$ cat src/logic/sfphr_defs.vh
`ifndef SFPHR_DEFS_VH
`define SFPHR_DEFS_VH

// ==========================================================================
// Command opcodes.
// ==========================================================================
`define SFPHR_OP_RESUME_DPD  8'hAB
`define SFPHR_OP_ENTER_DPD   8'hB9
`define SFPHR_OP_ENTER_UDPD  8'h79
`define SFPHR_OP_RESET       8'hF0
`define SFPHR_OP_RESET_CONF  8'hD0
`define SFPHR_OP_WR_STAT2    8'h31
`define SFPHR_OP_WR_ENABLE   8'h06
`define SFPHR_OP_WR_DISABLE  8'h04
`define SFPHR_OP_RD_STATUS   8'h05

// ==========================================================================
// Field positions and framing.
// ==========================================================================
`define SFPHR_RESET_CMD_ENABLE_BIT_BIT       4
`define SFPHR_BIT_LAST       3'h7
`define SFPHR_BYTES_ONE      2'h1
`define SFPHR_BYTES_TWO      2'h2

// ==========================================================================
// Power states.
// ==========================================================================
`define SFPHR_ST_STBY        3'h0
`define SFPHR_ST_DPD         3'h1
`define SFPHR_ST_UDPD        3'h2
`define SFPHR_ST_DPD_IN      3'h3
`define SFPHR_ST_DPD_OUT     3'h4
`define SFPHR_ST_UDPD_IN     3'h5
`define SFPHR_ST_WAKE        3'h6
`define SFPHR_ST_SRST        3'h7

// ==========================================================================
// Timing: times in ns, clock in MHz, cycle counts derived from them.
// ==========================================================================
`define SFPHR_CLK_MHZ        40
`define SFPHR_NS_PER_US      1000
`define SFPHR_DPD_ENTRY_NS   3000
`define SFPHR_DPD_EXIT_NS    8000
`define SFPHR_UDPD_ENTRY_NS  3000
`define SFPHR_UDPD_EXIT_NS   70000
`define SFPHR_UDPD_LOW_NS    20
`define SFPHR_SRST_NS        28000
`define SFPHR_MAX1(x)        (((x) < 1) ? 1 : (x))
`define SFPHR_CYC_DN(ns)     `SFPHR_MAX1((ns) * `SFPHR_CLK_MHZ / `SFPHR_NS_PER_US)
`define SFPHR_CYC_UP(ns)     `SFPHR_MAX1(((ns) * `SFPHR_CLK_MHZ + `SFPHR_NS_PER_US - 1) / `SFPHR_NS_PER_US)

`endif

$ cat src/logic/sfphr_sync.v
`timescale 1ns/100ps
// ==========================================================================
// Two-stage synchroniser, one stage pair per bit.
// ==========================================================================
module sfphr_sync #(
  parameter       WIDTH     = 5,
  parameter [4:0] RESET_VAL = 5'h00
) (
  input  wire             clk,
  input  wire             reset_n,
  input  wire [WIDTH-1:0] async_in,
  output wire [WIDTH-1:0] sync_out
);
  genvar g;
  generate
    for (g = 0; g < WIDTH; g = g + 1) begin : g_bit
      reg meta_r;
      reg stab_r;
      // The first stage feeds only the second; nothing else reads it.
      always @(posedge clk) begin
        if (!reset_n) begin
          meta_r <= RESET_VAL[g];
          stab_r <= RESET_VAL[g];
        end else begin
          meta_r <= async_in[g];
          stab_r <= meta_r;
        end
      end
      assign sync_out[g] = stab_r;
    end
  endgenerate
endmodule

$ cat src/logic/sfphr_core.v
`timescale 1ns/100ps
`include "sfphr_defs.vh"

module sfphr_core #(
  parameter integer DPD_ENTRY_CYC  = `SFPHR_CYC_DN(`SFPHR_DPD_ENTRY_NS),
  parameter integer DPD_EXIT_CYC   = `SFPHR_CYC_DN(`SFPHR_DPD_EXIT_NS),
  parameter integer UDPD_ENTRY_CYC = `SFPHR_CYC_DN(`SFPHR_UDPD_ENTRY_NS),
  parameter integer UDPD_EXIT_CYC  = `SFPHR_CYC_DN(`SFPHR_UDPD_EXIT_NS),
  parameter integer UDPD_LOW_CYC   = `SFPHR_CYC_UP(`SFPHR_UDPD_LOW_NS),
  parameter integer SRST_CYC       = `SFPHR_CYC_DN(`SFPHR_SRST_NS)
) (
  input  wire       clk,
  input  wire       reset_n,
  input  wire       sck,
  input  wire       cs_n,
  input  wire       si,
  input  wire       hold_n,
  input  wire       wp_n,
  input  wire       pe_busy,
  input  wire       seq_prog,
  output reg        so_out_r,
  output reg        so_oe_n_r,
  output reg  [2:0] power_state_r,
  output reg        ready_r,
  output reg        hold_active_r,
  output reg        write_protect_r,
  output reg        write_enable_latch_r,
  output reg        reset_cmd_enable_bit_r,
  output reg        pe_abort_r
);
  // ========================================================================
  // Timer load values.
  localparam [11:0] DPD_IN_LD   = DPD_ENTRY_CYC[11:0] - 12'h001;
  localparam [11:0] DPD_OUT_LD  = DPD_EXIT_CYC[11:0] - 12'h001;
  localparam [11:0] UDPD_IN_LD  = UDPD_ENTRY_CYC[11:0] - 12'h001;
  localparam [11:0] UDPD_OUT_LD = UDPD_EXIT_CYC[11:0] - 12'h001;
  localparam [11:0] UDPD_LOW_LD = UDPD_LOW_CYC[11:0] - 12'h001;
  localparam [11:0] SRST_LD     = SRST_CYC[11:0] - 12'h001;
  // ========================================================================
  // Pin synchronisation and edge detection.
  wire [4:0] pins_s;
  wire       sck_s;
  wire       cs_n_s;
  wire       si_s;
  wire       hold_n_s;
  wire       wp_n_s;
  reg        sck_d_r;
  reg        cs_n_d_r;

  sfphr_sync #(
    .WIDTH     (5),
    .RESET_VAL (5'h1C)
  ) u_sync (
    .clk      (clk),
    .reset_n  (reset_n),
    .async_in ({wp_n, hold_n, cs_n, si, sck}),
    .sync_out (pins_s)
  );

  assign {wp_n_s, hold_n_s, cs_n_s, si_s, sck_s} = pins_s;
  // Previous samples give clock and select edges in the system domain.
  always @(posedge clk) begin
    if (!reset_n) begin
      sck_d_r  <= 1'b0;
      cs_n_d_r <= 1'b1;
    end else begin
      sck_d_r  <= sck_s;
      cs_n_d_r <= cs_n_s;
    end
  end
  wire sck_rise = sck_s & ~sck_d_r;
  wire sck_fall = ~sck_s & sck_d_r;
  wire cs_fall  = ~cs_n_s & cs_n_d_r;
  wire cs_rise  = cs_n_s & ~cs_n_d_r;
  wire hold_active_nxt = cs_n_s ? 1'b0 : (sck_s ? hold_active_r : ~hold_n_s); // Lets the output float at once.
  // ========================================================================
  // Pause control.
  // Pause state only changes while the serial clock is low or on deselect, so a pause
  // request made mid high phase waits for the next low phase.
  always @(posedge clk) begin
    if (!reset_n) begin
      hold_active_r <= 1'b0;
    end else if (cs_n_s) begin
      hold_active_r <= 1'b0;
    end else if (!sck_s) begin
      hold_active_r <= ~hold_n_s;
    end
  end

  always @(posedge clk) begin
    if (!reset_n) begin
      write_protect_r <= 1'b0;
    end else begin
      write_protect_r <= ~wp_n_s;
    end
  end
  // ========================================================================
  // Serial shifter.
  reg  [7:0] shf_r;
  reg  [2:0] bit_r;
  reg  [1:0] nbyte_r;
  reg  [7:0] op_r;
  reg  [7:0] dat_r;
  reg        ign_r;
  reg  [7:0] stat_sh_r;
  reg        stat_en_r;
  reg  [2:0] state_r;
  reg  [11:0] tmr_r;
  wire [7:0] shf_nxt   = {shf_r[6:0], si_s};
  wire       byte_done = sck_rise & ~hold_active_r & ~cs_n_s & (bit_r == `SFPHR_BIT_LAST);
  wire       aligned   = (bit_r == 3'h0);
  wire       pausing   = hold_active_r | ~hold_n_s;
  wire [7:0] stat_val  = {3'h0, reset_cmd_enable_bit_r, 2'h0, write_enable_latch_r, ~ready_r};
  // Bits are taken on rising clock edges while selected and not paused.
  always @(posedge clk) begin
    if (!reset_n) begin
      shf_r   <= 8'h00;
      bit_r   <= 3'h0;
      nbyte_r <= 2'h0;
      op_r    <= 8'h00;
      dat_r   <= 8'h00;
    end else if (cs_fall) begin
      bit_r   <= 3'h0;
      nbyte_r <= 2'h0;
    end else if (sck_rise && !cs_n_s && !hold_active_r) begin
      shf_r <= shf_nxt;
      bit_r <= bit_r + 3'h1;
      if (bit_r == `SFPHR_BIT_LAST) begin
        if (nbyte_r == 2'h0) begin
          op_r <= shf_nxt;
        end
        if (nbyte_r == `SFPHR_BYTES_ONE) begin
          dat_r <= shf_nxt;
        end
        if (nbyte_r != `SFPHR_BYTES_TWO) begin
          nbyte_r <= nbyte_r + 2'h1;
        end
      end
    end
  end
  // A frame is ignored when it starts outside standby or deep power-down,
  // or when a bit arrives while the part is still waking.
  always @(posedge clk) begin
    if (!reset_n) begin
      ign_r <= 1'b0;
    end else if (cs_fall) begin
      ign_r <= (state_r != `SFPHR_ST_STBY) && (state_r != `SFPHR_ST_DPD);
    end else if (sck_rise && !cs_n_s && state_r != `SFPHR_ST_STBY && state_r != `SFPHR_ST_DPD) begin
      ign_r <= 1'b1;
    end
  end
  // ========================================================================
  // Status read output.
  // Status bits leave on falling edges so the host samples them on rising.
  always @(posedge clk) begin
    if (!reset_n) begin
      stat_sh_r <= 8'h00;
      stat_en_r <= 1'b0;
      so_out_r  <= 1'b0;
      so_oe_n_r <= 1'b1;
    end else if (cs_n_s) begin
      stat_en_r <= 1'b0;
      so_oe_n_r <= 1'b1;
    end else if (hold_active_nxt) begin
      so_oe_n_r <= 1'b1;
    end else begin
      if (byte_done && nbyte_r == 2'h0 && shf_nxt == `SFPHR_OP_RD_STATUS &&
          state_r == `SFPHR_ST_STBY && !ign_r) begin
        stat_sh_r <= stat_val;
        stat_en_r <= 1'b1;
      end
      if (sck_fall && stat_en_r) begin
        so_out_r  <= stat_sh_r[7];
        so_oe_n_r <= 1'b0;
        stat_sh_r <= {stat_sh_r[6:0], stat_sh_r[7]};
      end
    end
  end
  // ========================================================================
  // Command decode at frame end.
  wire fr_ok   = cs_rise & ~ign_r & ~pausing & aligned;
  wire has_op  = (nbyte_r != 2'h0);
  wire has_two = (nbyte_r == `SFPHR_BYTES_TWO);
  wire in_stby = (state_r == `SFPHR_ST_STBY);
  wire do_res  = fr_ok & has_op & (state_r == `SFPHR_ST_DPD) & (op_r == `SFPHR_OP_RESUME_DPD);
  wire do_dpd  = fr_ok & has_op & in_stby & ~pe_busy & (op_r == `SFPHR_OP_ENTER_DPD);
  wire do_udpd = cs_rise & ~ign_r & ~pausing & has_op & in_stby & ~pe_busy & (op_r == `SFPHR_OP_ENTER_UDPD);
  wire do_srst = fr_ok & has_two & in_stby & reset_cmd_enable_bit_r &
                 (op_r == `SFPHR_OP_RESET) & (dat_r == `SFPHR_OP_RESET_CONF);
  wire is_ws2  = cs_rise & ~ign_r & in_stby & has_op & (op_r == `SFPHR_OP_WR_STAT2);
  wire do_wren = fr_ok & has_op & in_stby & (op_r == `SFPHR_OP_WR_ENABLE);
  wire do_wrdi = fr_ok & has_op & in_stby & (op_r == `SFPHR_OP_WR_DISABLE);
  // Status byte two and the write enable latch.
  always @(posedge clk) begin
    if (!reset_n) begin
      reset_cmd_enable_bit_r <= 1'b0;
      write_enable_latch_r   <= 1'b0;
    end else if (cs_rise && pausing && !ign_r) begin
      write_enable_latch_r <= 1'b0;
    end else if (is_ws2) begin
      if (write_enable_latch_r && has_two && aligned && !pausing) begin
        reset_cmd_enable_bit_r <= dat_r[`SFPHR_RESET_CMD_ENABLE_BIT_BIT];
      end
      write_enable_latch_r <= 1'b0;
    end else if (do_srst && !seq_prog) begin
      write_enable_latch_r <= 1'b0;
    end else if (do_wren) begin
      write_enable_latch_r <= 1'b1;
    end else if (do_wrdi) begin
      write_enable_latch_r <= 1'b0;
    end
  end
  always @(posedge clk) begin
    if (!reset_n) begin
      pe_abort_r <= 1'b0;
    end else begin
      pe_abort_r <= do_srst;
    end
  end
  // ========================================================================
  // Power state machine.
  // One down counter times every timed state and the ultra-deep select low time; each timed state holds the
  // part not ready until the counter reaches zero.
  always @(posedge clk) begin
    if (!reset_n) begin
      state_r <= `SFPHR_ST_STBY;
      tmr_r   <= 12'h000;
    end else begin
      case (state_r)
        `SFPHR_ST_STBY: begin
          if (do_dpd) begin
            state_r <= `SFPHR_ST_DPD_IN;
            tmr_r   <= DPD_IN_LD;
          end else if (do_udpd) begin
            state_r <= `SFPHR_ST_UDPD_IN;
            tmr_r   <= UDPD_IN_LD;
          end else if (do_srst) begin
            state_r <= `SFPHR_ST_SRST;
            tmr_r   <= SRST_LD;
          end
        end
        `SFPHR_ST_DPD: begin
          if (do_res) begin
            state_r <= `SFPHR_ST_DPD_OUT;
            tmr_r   <= DPD_OUT_LD;
          end
        end
        `SFPHR_ST_UDPD: begin
          if (cs_fall) begin
            tmr_r <= UDPD_LOW_LD;
          end else if (!cs_n_s && !cs_n_d_r) begin
            if (tmr_r == 12'h000) begin
              state_r <= `SFPHR_ST_WAKE;
              tmr_r   <= UDPD_OUT_LD;
            end else begin
              tmr_r <= tmr_r - 12'h001;
            end
          end
        end
        `SFPHR_ST_DPD_IN, `SFPHR_ST_DPD_OUT, `SFPHR_ST_UDPD_IN,
        `SFPHR_ST_WAKE, `SFPHR_ST_SRST: begin
          if (tmr_r != 12'h000) begin
            tmr_r <= tmr_r - 12'h001;
          end else if (state_r == `SFPHR_ST_DPD_IN) begin
            state_r <= `SFPHR_ST_DPD;
          end else if (state_r == `SFPHR_ST_UDPD_IN) begin
            state_r <= `SFPHR_ST_UDPD;
          end else begin
            state_r <= `SFPHR_ST_STBY;
          end
        end
        default: begin
          state_r <= `SFPHR_ST_STBY;
        end
      endcase
    end
  end
  always @(posedge clk) begin
    if (!reset_n) begin
      power_state_r <= `SFPHR_ST_STBY;
      ready_r       <= 1'b1;
    end else begin
      power_state_r <= state_r;
      ready_r       <= (state_r == `SFPHR_ST_STBY) & ~pe_busy;
    end
  end
endmodule

$ cat config.mk
export PLATFORM = sky130hd
export DESIGN_NAME = sfphr_core
export DESIGN_NICKNAME = d
export VERILOG_FILES = /design/src/logic/sfphr_sync.v /design/src/logic/sfphr_core.v
export VERILOG_INCLUDE_DIRS = /design/src /design/src/logic
export SDC_FILE = /design/constraint.sdc
export NUM_CORES = 1
export LEC_CHECK = 0
export BUFFER_PORTS_ARGS = -buffer_cell sky130_fd_sc_hd__buf_4
export CORE_MARGIN = 1.5
export CORE_UTILIZATION = 57
export CTS_CLUSTER_SIZE = 25
export DETAILED_ROUTE_END_ITERATION = 7
export GPL_ROUTABILITY_DRIVEN = 1
export MAX_ROUTING_LAYER = met4
export PLACE_DENSITY = 0.75
export SLEW_MARGIN = 10
export SYNTH_ARGS = -nofsm -noshare
export SYNTH_HDL_FRONTEND = slang
export SYNTH_SLANG_ARGS = --single-unit
$ cat constraint.sdc
create_clock -name clk -period 4.26 [get_ports clk]
set_input_delay 0.213 -clock clk [delete_from_list [all_inputs] [get_ports clk]]
set_output_delay 0.213 -clock clk [all_outputs]
set_load 0.03 [all_outputs]
* Yosys cells after proc, flatten, opt, wreduce, memory -nomap -nowiden
Cells that the tools add are included.
** Cells by class
- Add/sub/neg operators :: 3
- Multiply operators :: 0
- Div/mod/pow operators :: 0
- $lt $le $gt $ge :: 0
- Equality and inequality tests :: 29
- Shifts and indexed selects :: 0
- Muxes and demuxes :: 28
- Bitwise operators :: 47
- Reduce and logical (&&, ||, !) cells :: 48
** Operators with widths (count)
- $mux W12 :: 8
- $pmux W12 S4 :: 1
- $eq A8 B8 Y1 const B :: 4
- $and A1 B1 Y1 :: 31
- $eq A8 B3 Y1 const B :: 3
- $mux W3 :: 8
- $logic_and A1 B1 Y1 :: 17
- $mux W8 :: 2
- $eq A3 B3 Y1 const B :: 5
- $not A1 Y1 :: 15
- $ne A2 B2 Y1 const B :: 7
- $logic_not A12 Y1 :: 1
- $pmux W3 S4 :: 1
- $reduce_and A3 Y1 :: 4
- $reduce_and A4 Y1 :: 3
- $reduce_bool A12 Y1 :: 1
- $sub A12 B1 Y12 const B :: 1
- $eq A8 B6 Y1 const B :: 1
- $eq A8 B7 Y1 const B :: 1
- $reduce_bool A2 Y1 :: 4
- $eq A3 B2 Y1 const B :: 2
- $logic_not A1 Y1 :: 6
- $logic_not A3 Y1 :: 2
- $mux W1 :: 6
- 18 further kinds :: 21
** Storage, ports and cells
- Bits in registers :: 76
- Latch bits :: 0
- Bits in writable memories :: 0
- Bits in read-only memories :: 0
- Input bits :: 9
- Output and inout bits :: 11
- Logic and storage cells :: 186
- Memories :: 0

* Depth between registers and ports, before layout
Gate-level depths: netlist (run 1).
- Depth in word-level cells :: 14
- Gate-level depth with buffers :: 9
- Mapped depth without buffers :: 8

* Hierarchy
Synthesis (run 1) repeated with hierarchy kept, for this count alone.
** Unflattened totals
- Cells, all modules :: 385
- Area, all modules :: 3578.4 um^2
** Modules (own cells, without submodules)
- sfphr_core :: instances 1, cells each 360, area each 3278.1 um^2, sequential area each 1321.3 um^2
- sfphr_sync :: instances 1, cells each 25, area each 300.3 um^2, sequential area each 200.2 um^2

* Least setup slack after synthesis (run 1)
Ideal clock, no wire load.
- Path kind :: reg-to-reg
- Start point :: reg tmr_r[0]
- End point :: reg state_r[1]
- Library setup time :: 123 ps
- Arrival :: 2078 ps
- Required time :: 4137 ps
- Path slack :: 2059 ps
- Stages on the path, launching flop included :: 9
- Path buffers :: 0
- Clock period less this slack :: 2201 ps
- Cells stage by stage :: dfxtp_1 -> inv_1 -> ha_1 -> or4b_1 -> nor4b_4 -> a21boi_1 -> o21ai_1 -> nor2_2 -> mux2_1
** Between the ends
- Longest elaborated chain between the ends :: 3
- Elaborated cells on any way between the ends :: 5
- Classes of those cells :: eq/ne (2); reduce/logical (3)
** Ends and longest elaborated chain
- start: declaration :: line sfphr_core.v:108 : reg [11:0] tmr_r;
- start signal: assignment :: line sfphr_core.v:256 : tmr_r <= tmr_r - 12'h001;
- start signal: assignment :: line sfphr_core.v:263 : tmr_r <= tmr_r - 12'h001;
- $reduce_bool A12 Y1 or $logic_not A12 Y1 (tied branches) :: line sfphr_core.v:262, sfphr_core.v:252
- $ne A2 B2 Y1 (no source line)
- $reduce_and A6 Y1 (no source line) (*)
- end signal: assignment :: line sfphr_core.v:265 : state_r <= `SFPHR_ST_DPD;
- end signal: assignment :: line sfphr_core.v:267 : state_r <= `SFPHR_ST_UDPD;
- end signal: assignment :: line sfphr_core.v:269 : state_r <= `SFPHR_ST_STBY;
- end: declaration :: line sfphr_core.v:107 : reg [2:0] state_r;
Every way passes the cells marked *; elsewhere a longest branch is shown, timed or not.
A chain may end at the register's enable or synchronous reset.

* Worst setup path after layout (run 1)
- Start point :: reg tmr_r[0]
- End point :: reg tmr_r[9]
** Between the ends
- Longest elaborated chain between the ends :: 5
- Elaborated cells on any way between the ends :: 10
- Classes of those cells :: add/sub (1); eq/ne (1); mux (5); reduce/logical (3)
** Ends and longest elaborated chain
- $sub A12 B1 Y12 or $logic_not A12 Y1 (tied branches) :: line sfphr_core.v:256, sfphr_core.v:263, sfphr_core.v:252
- $mux W12 :: line sfphr_core.v:252 : if (tmr_r == 12'h000) begin
- $mux W12 :: line sfphr_core.v:251 : end else if (!cs_n_s && !cs_n_d_r) begin
- $mux W12 :: line sfphr_core.v:249 : if (cs_fall) begin
- $pmux W12 S4 :: line sfphr_core.v:229 : case (state_r)
Several ways; a longest one is shown, not always the timed one. The select of a mux whose other input is x is not followed.

==> insert_results.sql, run 1 <==
INSERT INTO impl_metrics (metric_group, metric, value, unit) VALUES
('route', 'viasPerCell', '5.87', ''),
('placed_design', 'dpl-instance-area', '3700', 'um^2'),
('timing', 'min_period', '2.72', 'ns'),
('worst_setup_path', 'worstSetupStartpointType', 'flop', ''),
('final_layout', 'post_route_cells_drive_above_1_share', '14.2', '%'),
('synth', 'synth_async_sr_flop_share', '0', '%'),
('power_and_ir_drop', 'power.leakage', '1.55', 'nW'),
('worst_setup_path', 'worst-r2r-setup-slack', '1.54', 'ns'),
('timing', 'post-route-period-util', '63.8', '%'),
('placed_design', 'dp.final_hpwl', '5340', 'um'),
('route', 'route.antenna.remaining_nets', '0', ''),
('route', 'wirelength', '7740', 'um'),
('clock_network', 'clk_root_buffer_cell', 'clkbuf_8', ''),
('grt', 'grt_start_max_net_pins', '35', ''),
('clock_network', 'clk-insertion-delay-late', '0.37', 'ns'),
('synth', 'synth.distinct_cells', '67', ''),
('grt', 'grt_antenna_before_repair', '0', ''),
('timing', 'hold_violations', '0', ''),
('timing', 'tightestPinTransition', '0.944', 'ns'),
('worst_setup_path', 'signal_arrival_time_at_the_worst_endpoint', '3.02', 'ns'),
('synth', 'sequential_cell_area_fraction_in_the_yosys_report', '42.6', '%'),
('worst_setup_path', 'crit_cells', '8', ''),
('route', 'detailedRoute.firstIterationViolations', '187', ''),
('grt', 'gr-usage-all-layers', '25.9', '%'),
('floorplanning', 'die_area', '6750', 'um^2'),
('final_layout', 'stdcell_count', '476', ''),
('power_and_ir_drop', 'power-per-cell-area', '612', 'nW/um^2'),
('clock_network', 'cts.reportedPaths.clkPinSlew', '0.08', 'ns'),
('synth', 'synth_seq_cells', '76', ''),
('floorplanning', 'floorplan.initialDensity', '59.6', '%'),
('power_and_ir_drop', 'vdd_ir_drop_max', '0.000494', 'V'),
('floorplanning', 'die-width', '82.2', 'um'),
('timing', 'fin_worst_hold_slack', '0.0342', 'ns'),
('final_layout', 'insertedDiodeCount', '0', ''),
('run_status', 'status', 'complete, no violations', ''),
('worst_setup_path', 'critical_path_buf_inv_count', '1', ''),
('route', 'post_drt_wl_per_cell', '16.3', 'um'),
('final_layout', 'area.growth.synth_to_final', '9.81', '%'),
('min_path', 'holdCritPathClass', 'in2reg', ''),
('worst_setup_path', 'largest_stage_delay_on_the_critical_path', '0.51', 'ns'),
('grt', 'grt_remaining_overflow', '0', ''),
('synth', 'synth.net_count', '402', ''),
('clock_network', 'cts_hold_buffers', '0', ''),
('grt', 'first_global_vias', '2633', ''),
('timing', 'setup_viol', '0', ''),
('route', 'drc', '0', ''),
('floorplanning', 'core.rowCount', '28', ''),
('worst_setup_path', 'timing.critical_path.fanout_max', '12', ''),
('timing', 'slew_viol_final', '0', ''),
('worst_setup_path', 'worst-endpoint-required', '4.56', 'ns'),
('final_layout', 'design_area', '3920', 'um^2'),
('power_and_ir_drop', 'totalPowerFinal', '0.00240', 'W'),
('placed_design', 'place.gp.congestion', '0.930', ''),
('clock_network', 'clock_path_buffers', '2', ''),
('min_path', 'hold_path_startpoint', 'wp_n', ''),
('worst_setup_path', 'worstPathCellList', 'inv_1 -> ha_1 -> or4b_1 -> nor4b_4 -> nand2b_1 -> nand2_1 -> or2_1 -> a32o_1', ''),
('worst_setup_path', 'setup.worst_path.class', 'reg2reg', ''),
('timing', 'max_freq', '368', 'MHz'),
('placed_design', 'port_buffers', '19', ''),
('worst_setup_path', 'worstRegToRegCells', '8', ''),
('synth', 'synth_edf_count', '0', ''),
('route', 'drt_pass1_iterations', '4', ''),
('route', 'detailroute.via_count', '2796', ''),
('timing', 'timing.clock.skew', '0.0111', 'ns'),
('floorplanning', 'io-pin-count', '20', ''),
('worst_setup_path', 'regToRegStartpoint', 'tmr_r[0]', ''),
('final_layout', 'layout.nets', '413', ''),
('placed_design', 'place.detailed.instances', '460', ''),
('synth', 'avgSynthCellArea', '9.28', 'um^2'),
('timing', 'maxSlewHeadroom', '37.1', '%'),
('synth', 'yosysWarnings', '0', '');
-- routing by layer --
layer / GRT usage (%) / wire (um) / share of wire, % / vias to the layer above
met3: 8.02 / 473 / 6.1 / 18
met5: - / 0 / 0 / -
met2: 41.0 / 3630 / 47 / 93
met1: 31.9 / 3520 / 45 / 1307
met4: 7.63 / 119 / 1.5 / 0
li1: - / - / - / 1378
-- final timing paths --
check                      endpoint
max                        tmr_r[9]
min          u_sync.g_bit[4].meta_r
max reg2reg                tmr_r[9]
min reg2reg         write_protect_r
-- cell usage in the layout (no fill, tap or decap), types with 3 or more instances in the layout --
| cell | n |
|---|---|
| mux2i_1 | 30 |
| dfxtp_1 | 76 |
| o31ai_1 | 3 |
| clkbuf_8 | 10 |
| and4b_1 | 3 |
| xnor2_1 | 4 |
| ha_1 | 8 |
| nand2_1 | 25 |
| nand2b_1 | 11 |
| buf_4 | 21 |
| nor2b_1 | 5 |
| and2_1 | 9 |
| nand4_1 | 4 |
| o21ai_1 | 4 |
| nand3b_1 | 6 |
| a21oi_1 | 18 |
| nor4_1 | 5 |
| nor2_1 | 53 |
| o21ai_0 | 6 |
| and3_1 | 5 |
| nand3_1 | 8 |
| nor3_1 | 10 |
| or3_1 | 4 |
| nor4b_1 | 4 |
| a32o_1 | 3 |
| inv_1 | 9 |
-- logic make-up after synthesis --
group           count (synthesis)  share of synthesized area (%)
compound gates                 55                           11.0
xor+xnor                        5                           1.23
fa+ha+maj                       8                           2.80
buf+inv                        33                           4.80
flops                          76                           42.6
mux                            34                           9.67
simple gates                  174                           28.0
-- cell type report --
cell class / count / area [um^2]
Multi-Input combinational cell: 276 / 1880
Tap cell: 75 / 93.8
Fill cell: 489 / 2070
Timing Repair Buffer: 21 / 158
Inverter: 12 / 45.0
Clock buffer: 11 / 141
Sequential cell: 76 / 1520
Clock inverter: 5 / 83.8
-- synthesized netlist by cell type, types with 6 or more instances --
cell | number | share of area [%]
a21oi_1 | 18 | 2.5
dfxtp_1 | 76 | 43
o21ai_0 | 6 | 0.84
inv_1 | 9 | 0.95
clkbuf_1 | 10 | 1.1
nor2_1 | 53 | 5.6
nor3_1 | 10 | 1.4
mux2i_1 | 30 | 8.4
nand3b_1 | 6 | 1.3
nand2b_1 | 11 | 1.9
nand2_1 | 25 | 2.6
ha_1 | 8 | 2.8
nand3_1 | 8 | 1.1
and2_1 | 9 | 1.6
-- flip-flops by register name, indices dropped and copies added (netlist names) --
| register | cells |
|---|---|
| shf_r | 7 |
| write_enable_latch_r | 1 |
| write_protect_r | 1 |
| nbyte_r | 2 |
| pe_abort_r | 1 |
| ready_r | 1 |
| reset_cmd_enable_bit_r | 1 |
| state_r | 3 |
| u_sync.g_bit.meta_r | 5 |
| power_state_r | 3 |
| so_out_r | 1 |
| dat_r | 8 |
| cs_n_d_r | 1 |
| ign_r | 1 |
| u_sync.g_bit.stab_r | 5 |
| stat_en_r | 1 |
| hold_active_r | 1 |
| bit_r | 3 |
| so_oe_n_r | 1 |
| stat_sh_r | 8 |
| sck_d_r | 1 |
| op_r | 8 |
| tmr_r | 12 |
-- through the flow --
step | setup slack (ns) | utilization (%)
2_1_floorplan | 2.06 | -
3_3_place_gp | 1.67 | 61.7
3_5_place_dp | 1.62 | 61.7
4_1_cts | 1.58 | 65.5
5_1_grt | 1.32 | 65.5
6_report | 1.54 | 65.5
-- report_power, final --
group          internal, W  switching, W  leakage (nW)
sequential        0.000778     0.0000883         0.618
clock             0.000348      0.000276         0.106
combinational     0.000356      0.000555         0.829
total              0.00148      0.000919          1.55
Power figures use the tool's default switching activity.
==> run 2: changes to the inputs <==
Clock period 4.26 ns to 2.6 ns, I/O delays scaled along.
==> run 2 against run 1 <==
Die area unchanged; combinational power up 80%; clock-buffer cell count up 1; clock power up 41%; critical path depth unchanged; first-iteration DRC count up 14%; non-clock buffer count up 16; cell count up 3.4%; largest power group unchanged.
==> insert_results.sql, run 2 (synthesized netlist as in run 1, its figures left out) <==
INSERT INTO impl_metrics (metric_group, metric, value, unit) VALUES
('floorplanning', 'die_area', '6750', 'um^2'),
('grt', 'grt_util_met2', '39.8', '%'),
('floorplanning', 'floorplan.die.height', '82.2', 'um'),
('final_layout', 'seqCellArea', '1520', 'um^2'),
('worst_setup_path', 'signal_arrival_time_at_the_worst_endpoint', '2.63', 'ns'),
('timing', 'setup_viol', '0', ''),
('timing', 'maxSlewHeadroom', '56.9', '%'),
('grt', 'grt_remaining_overflow', '0', ''),
('route', 'route.antenna.remaining_nets', '0', ''),
('route', 'post_drt_wl_per_cell', '16.0', 'um'),
('route', 'wirelength', '7860', 'um'),
('placed_design', 'port_buffers', '19', ''),
('final_layout', 'registers.top_by_ff_count', 'tmr_r', ''),
('placed_design', 'dp.final_hpwl', '5550', 'um'),
('worst_setup_path', 'worst-endpoint-required', '2.83', 'ns'),
('final_layout', 'layout.nets', '429', ''),
('final_layout', 'mostFrequentLayoutCell', 'dfxtp_1', ''),
('floorplanning', 'die-width', '82.2', 'um'),
('clock_network', 'cts_htree_levels', '3', ''),
('clock_network', 'cts-buffers-inserted', '9', ''),
('timing', 'min_period', '2.41', 'ns'),
('final_layout', 'post_route_cells_drive_above_1_share', '16.3', '%'),
('power_and_ir_drop', 'power.leakage', '1.62', 'nW'),
('timing', 'grt_setup_unrepaired', 'no', ''),
('power_and_ir_drop', 'power-per-cell-area', '972', 'nW/um^2'),
('grt', 'grt_start_max_net_pins', '34', ''),
('final_layout', 'footprint_of_the_multi_input_gates', '1880', 'um^2'),
('grt', 'use_met1', '33.6', '%'),
('worst_setup_path', 'timing.critical_path.fanout_max', '6', ''),
('route', 'detailedRoute.firstIterationViolations', '213', ''),
('floorplanning', 'io-pin-count', '20', ''),
('worst_setup_path', 'setup.worst_path.class', 'reg2reg', ''),
('placed_design', 'place.gp.congestion', '0.993', ''),
('final_layout', 'commonest_non_fill_non_tap_cells_in_the_layout', '76 x dfxtp_1, 53 x nor2_1, 32 x buf_4', ''),
('clock_network', 'cts.reportedPaths.clkPinSlew', '0.07', 'ns'),
('final_layout', 'post-route-util', '67.2', '%'),
('clock_network', 'clk_root_buffer_cell', 'clkbuf_8', ''),
('timing', 'post-route-period-util', '92.5', '%'),
('clock_network', 'clk-insertion-delay-late', '0.35', 'ns'),
('final_layout', 'insertedDiodeCount', '0', ''),
('timing', 'tns', '0', 'ns'),
('floorplanning', 'core.rowCount', '28', ''),
('min_path', 'holdCritPathClass', 'in2reg', ''),
('power_and_ir_drop', 'vdd_ir_drop_max', '0.000715', 'V'),
('worst_setup_path', 'worstSetupStartpointType', 'flop', ''),
('clock_network', 'tritoncts', 'built', ''),
('grt', 'first_global_vias', '2618', ''),
('route', 'drc', '0', ''),
('grt', 'grt_antenna_before_repair', '0', ''),
('timing', 'tightestPinTransition', '0.642', 'ns'),
('route', 'viasPerCell', '5.79', ''),
('timing', 'hold_violations', '0', ''),
('final_layout', 'filler_cell_count', '493', ''),
('grt', 'top_usage_layer', 'met2', ''),
('clock_network', 'clock_sink_count', '76', ''),
('route', 'detailroute.via_count', '2848', ''),
('power_and_ir_drop', 'totalPowerFinal', '0.00391', 'W'),
('timing', 'fin_worst_hold_slack', '0.0592', 'ns'),
('final_layout', 'area.growth.synth_to_final', '12.6', '%'),
('floorplanning', 'floorplan.initialDensity', '59.6', '%'),
('run', 'max_cap_violations', '0', ''),
('worst_setup_path', 'end_kind', 'flop', ''),
('timing', 'timing.clock.skew', '0.00877', 'ns'),
('timing', 'max_freq', '416', 'MHz'),
('timing', 'slew_viol_final', '0', ''),
('route', 'drt_pass1_iterations', '4', ''),
('clock_network', 'clock_path_buffers', '2', ''),
('grt', 'gr-usage-all-layers', '25.8', '%'),
('final_layout', 'max_reg_flops', '12', ''),
('grt', 'grt_pass1_wl', '12500', 'um'),
('grt', 'use_met3', '4.95', '%'),
('run_status', 'status', 'complete, no violations', ''),
('floorplanning', 'floorplan.core_area', '5990', 'um^2');
[run 2: cell count changes in the layout (fill, tap and decap cells not counted), moves of 2 or more]
| cell | before | now |
|---|---|---|
| buf_4 | 21 | 32 |
| clkinv_2 | 0 | 2 |
| clkinvlp_4 | 2 | 0 |
| dlygate4sd3_1 | 0 | 5 |
[run 2: cell type report]
class / instances / area share (%)
Tap cell: 75 / 2.33
Clock inverter: 4 / 1.21
Timing Repair Buffer: 37 / 7.21
Inverter: 12 / 1.12
Multi-Input combinational cell: 276 / 46.7
Clock buffer: 12 / 3.61
Sequential cell: 76 / 37.8
[run 2: path summary, 6_finish.rpt]
check / from / to / slack [ns] / cells after the start
max: tmr_r[0] / state_r[1] / 0.19 / 8
min: pe_busy / ready_r / 0.06 / 2
max reg2reg: tmr_r[0] / state_r[1] / 0.19 / 8
min reg2reg: u_sync.g_bit[4].stab_r / write_protect_r / 0.39 / 1
[run 2: worst max-delay path: stages, from the launching register on]
cell,delay [ns]
dfxtp_1,0.34
inv_1,0.13
ha_1,0.15
or4b_1,0.52
nor4b_4,0.39
a21boi_1,0.21
o21ai_1,0.08
nor2_2,0.14
mux2_1,0.33
[run 2: per-layer routing]
metal / wire length, um / vias to the layer above
met2: 3680 / 73
met1: 3700 / 1357
met4: 125 / 0
met3: 357 / 13
met5: 0 / -
li1: - / 1405
[run 2: repair_timing]
item / in CTS / in global routing
gates resized for setup: 0 / 1
hold buffers: 5 / 0
setup buffers: 0 / 0
hold endpoints to repair: 5 / 0
endpoints found under the setup margin: 0 / 12
[run 2: per-stage QoR]
stage / std cells / instance area (um^2) / worst slack [ns]
floorplan: 385 / 3570 / 0.399
global placement: 471 / 3780 / 0.205
detailed placement: 471 / 3780 / 0.133
CTS: 492 / 4020 / 0.102
global route: 492 / 4020 / 0.0565
finish: 492 / 4020 / 0.194
[run 2: where the power goes]
part           internal (W)  switching, W
combinational      0.000682      0.000954
sequential          0.00128      0.000119
clock              0.000469      0.000413
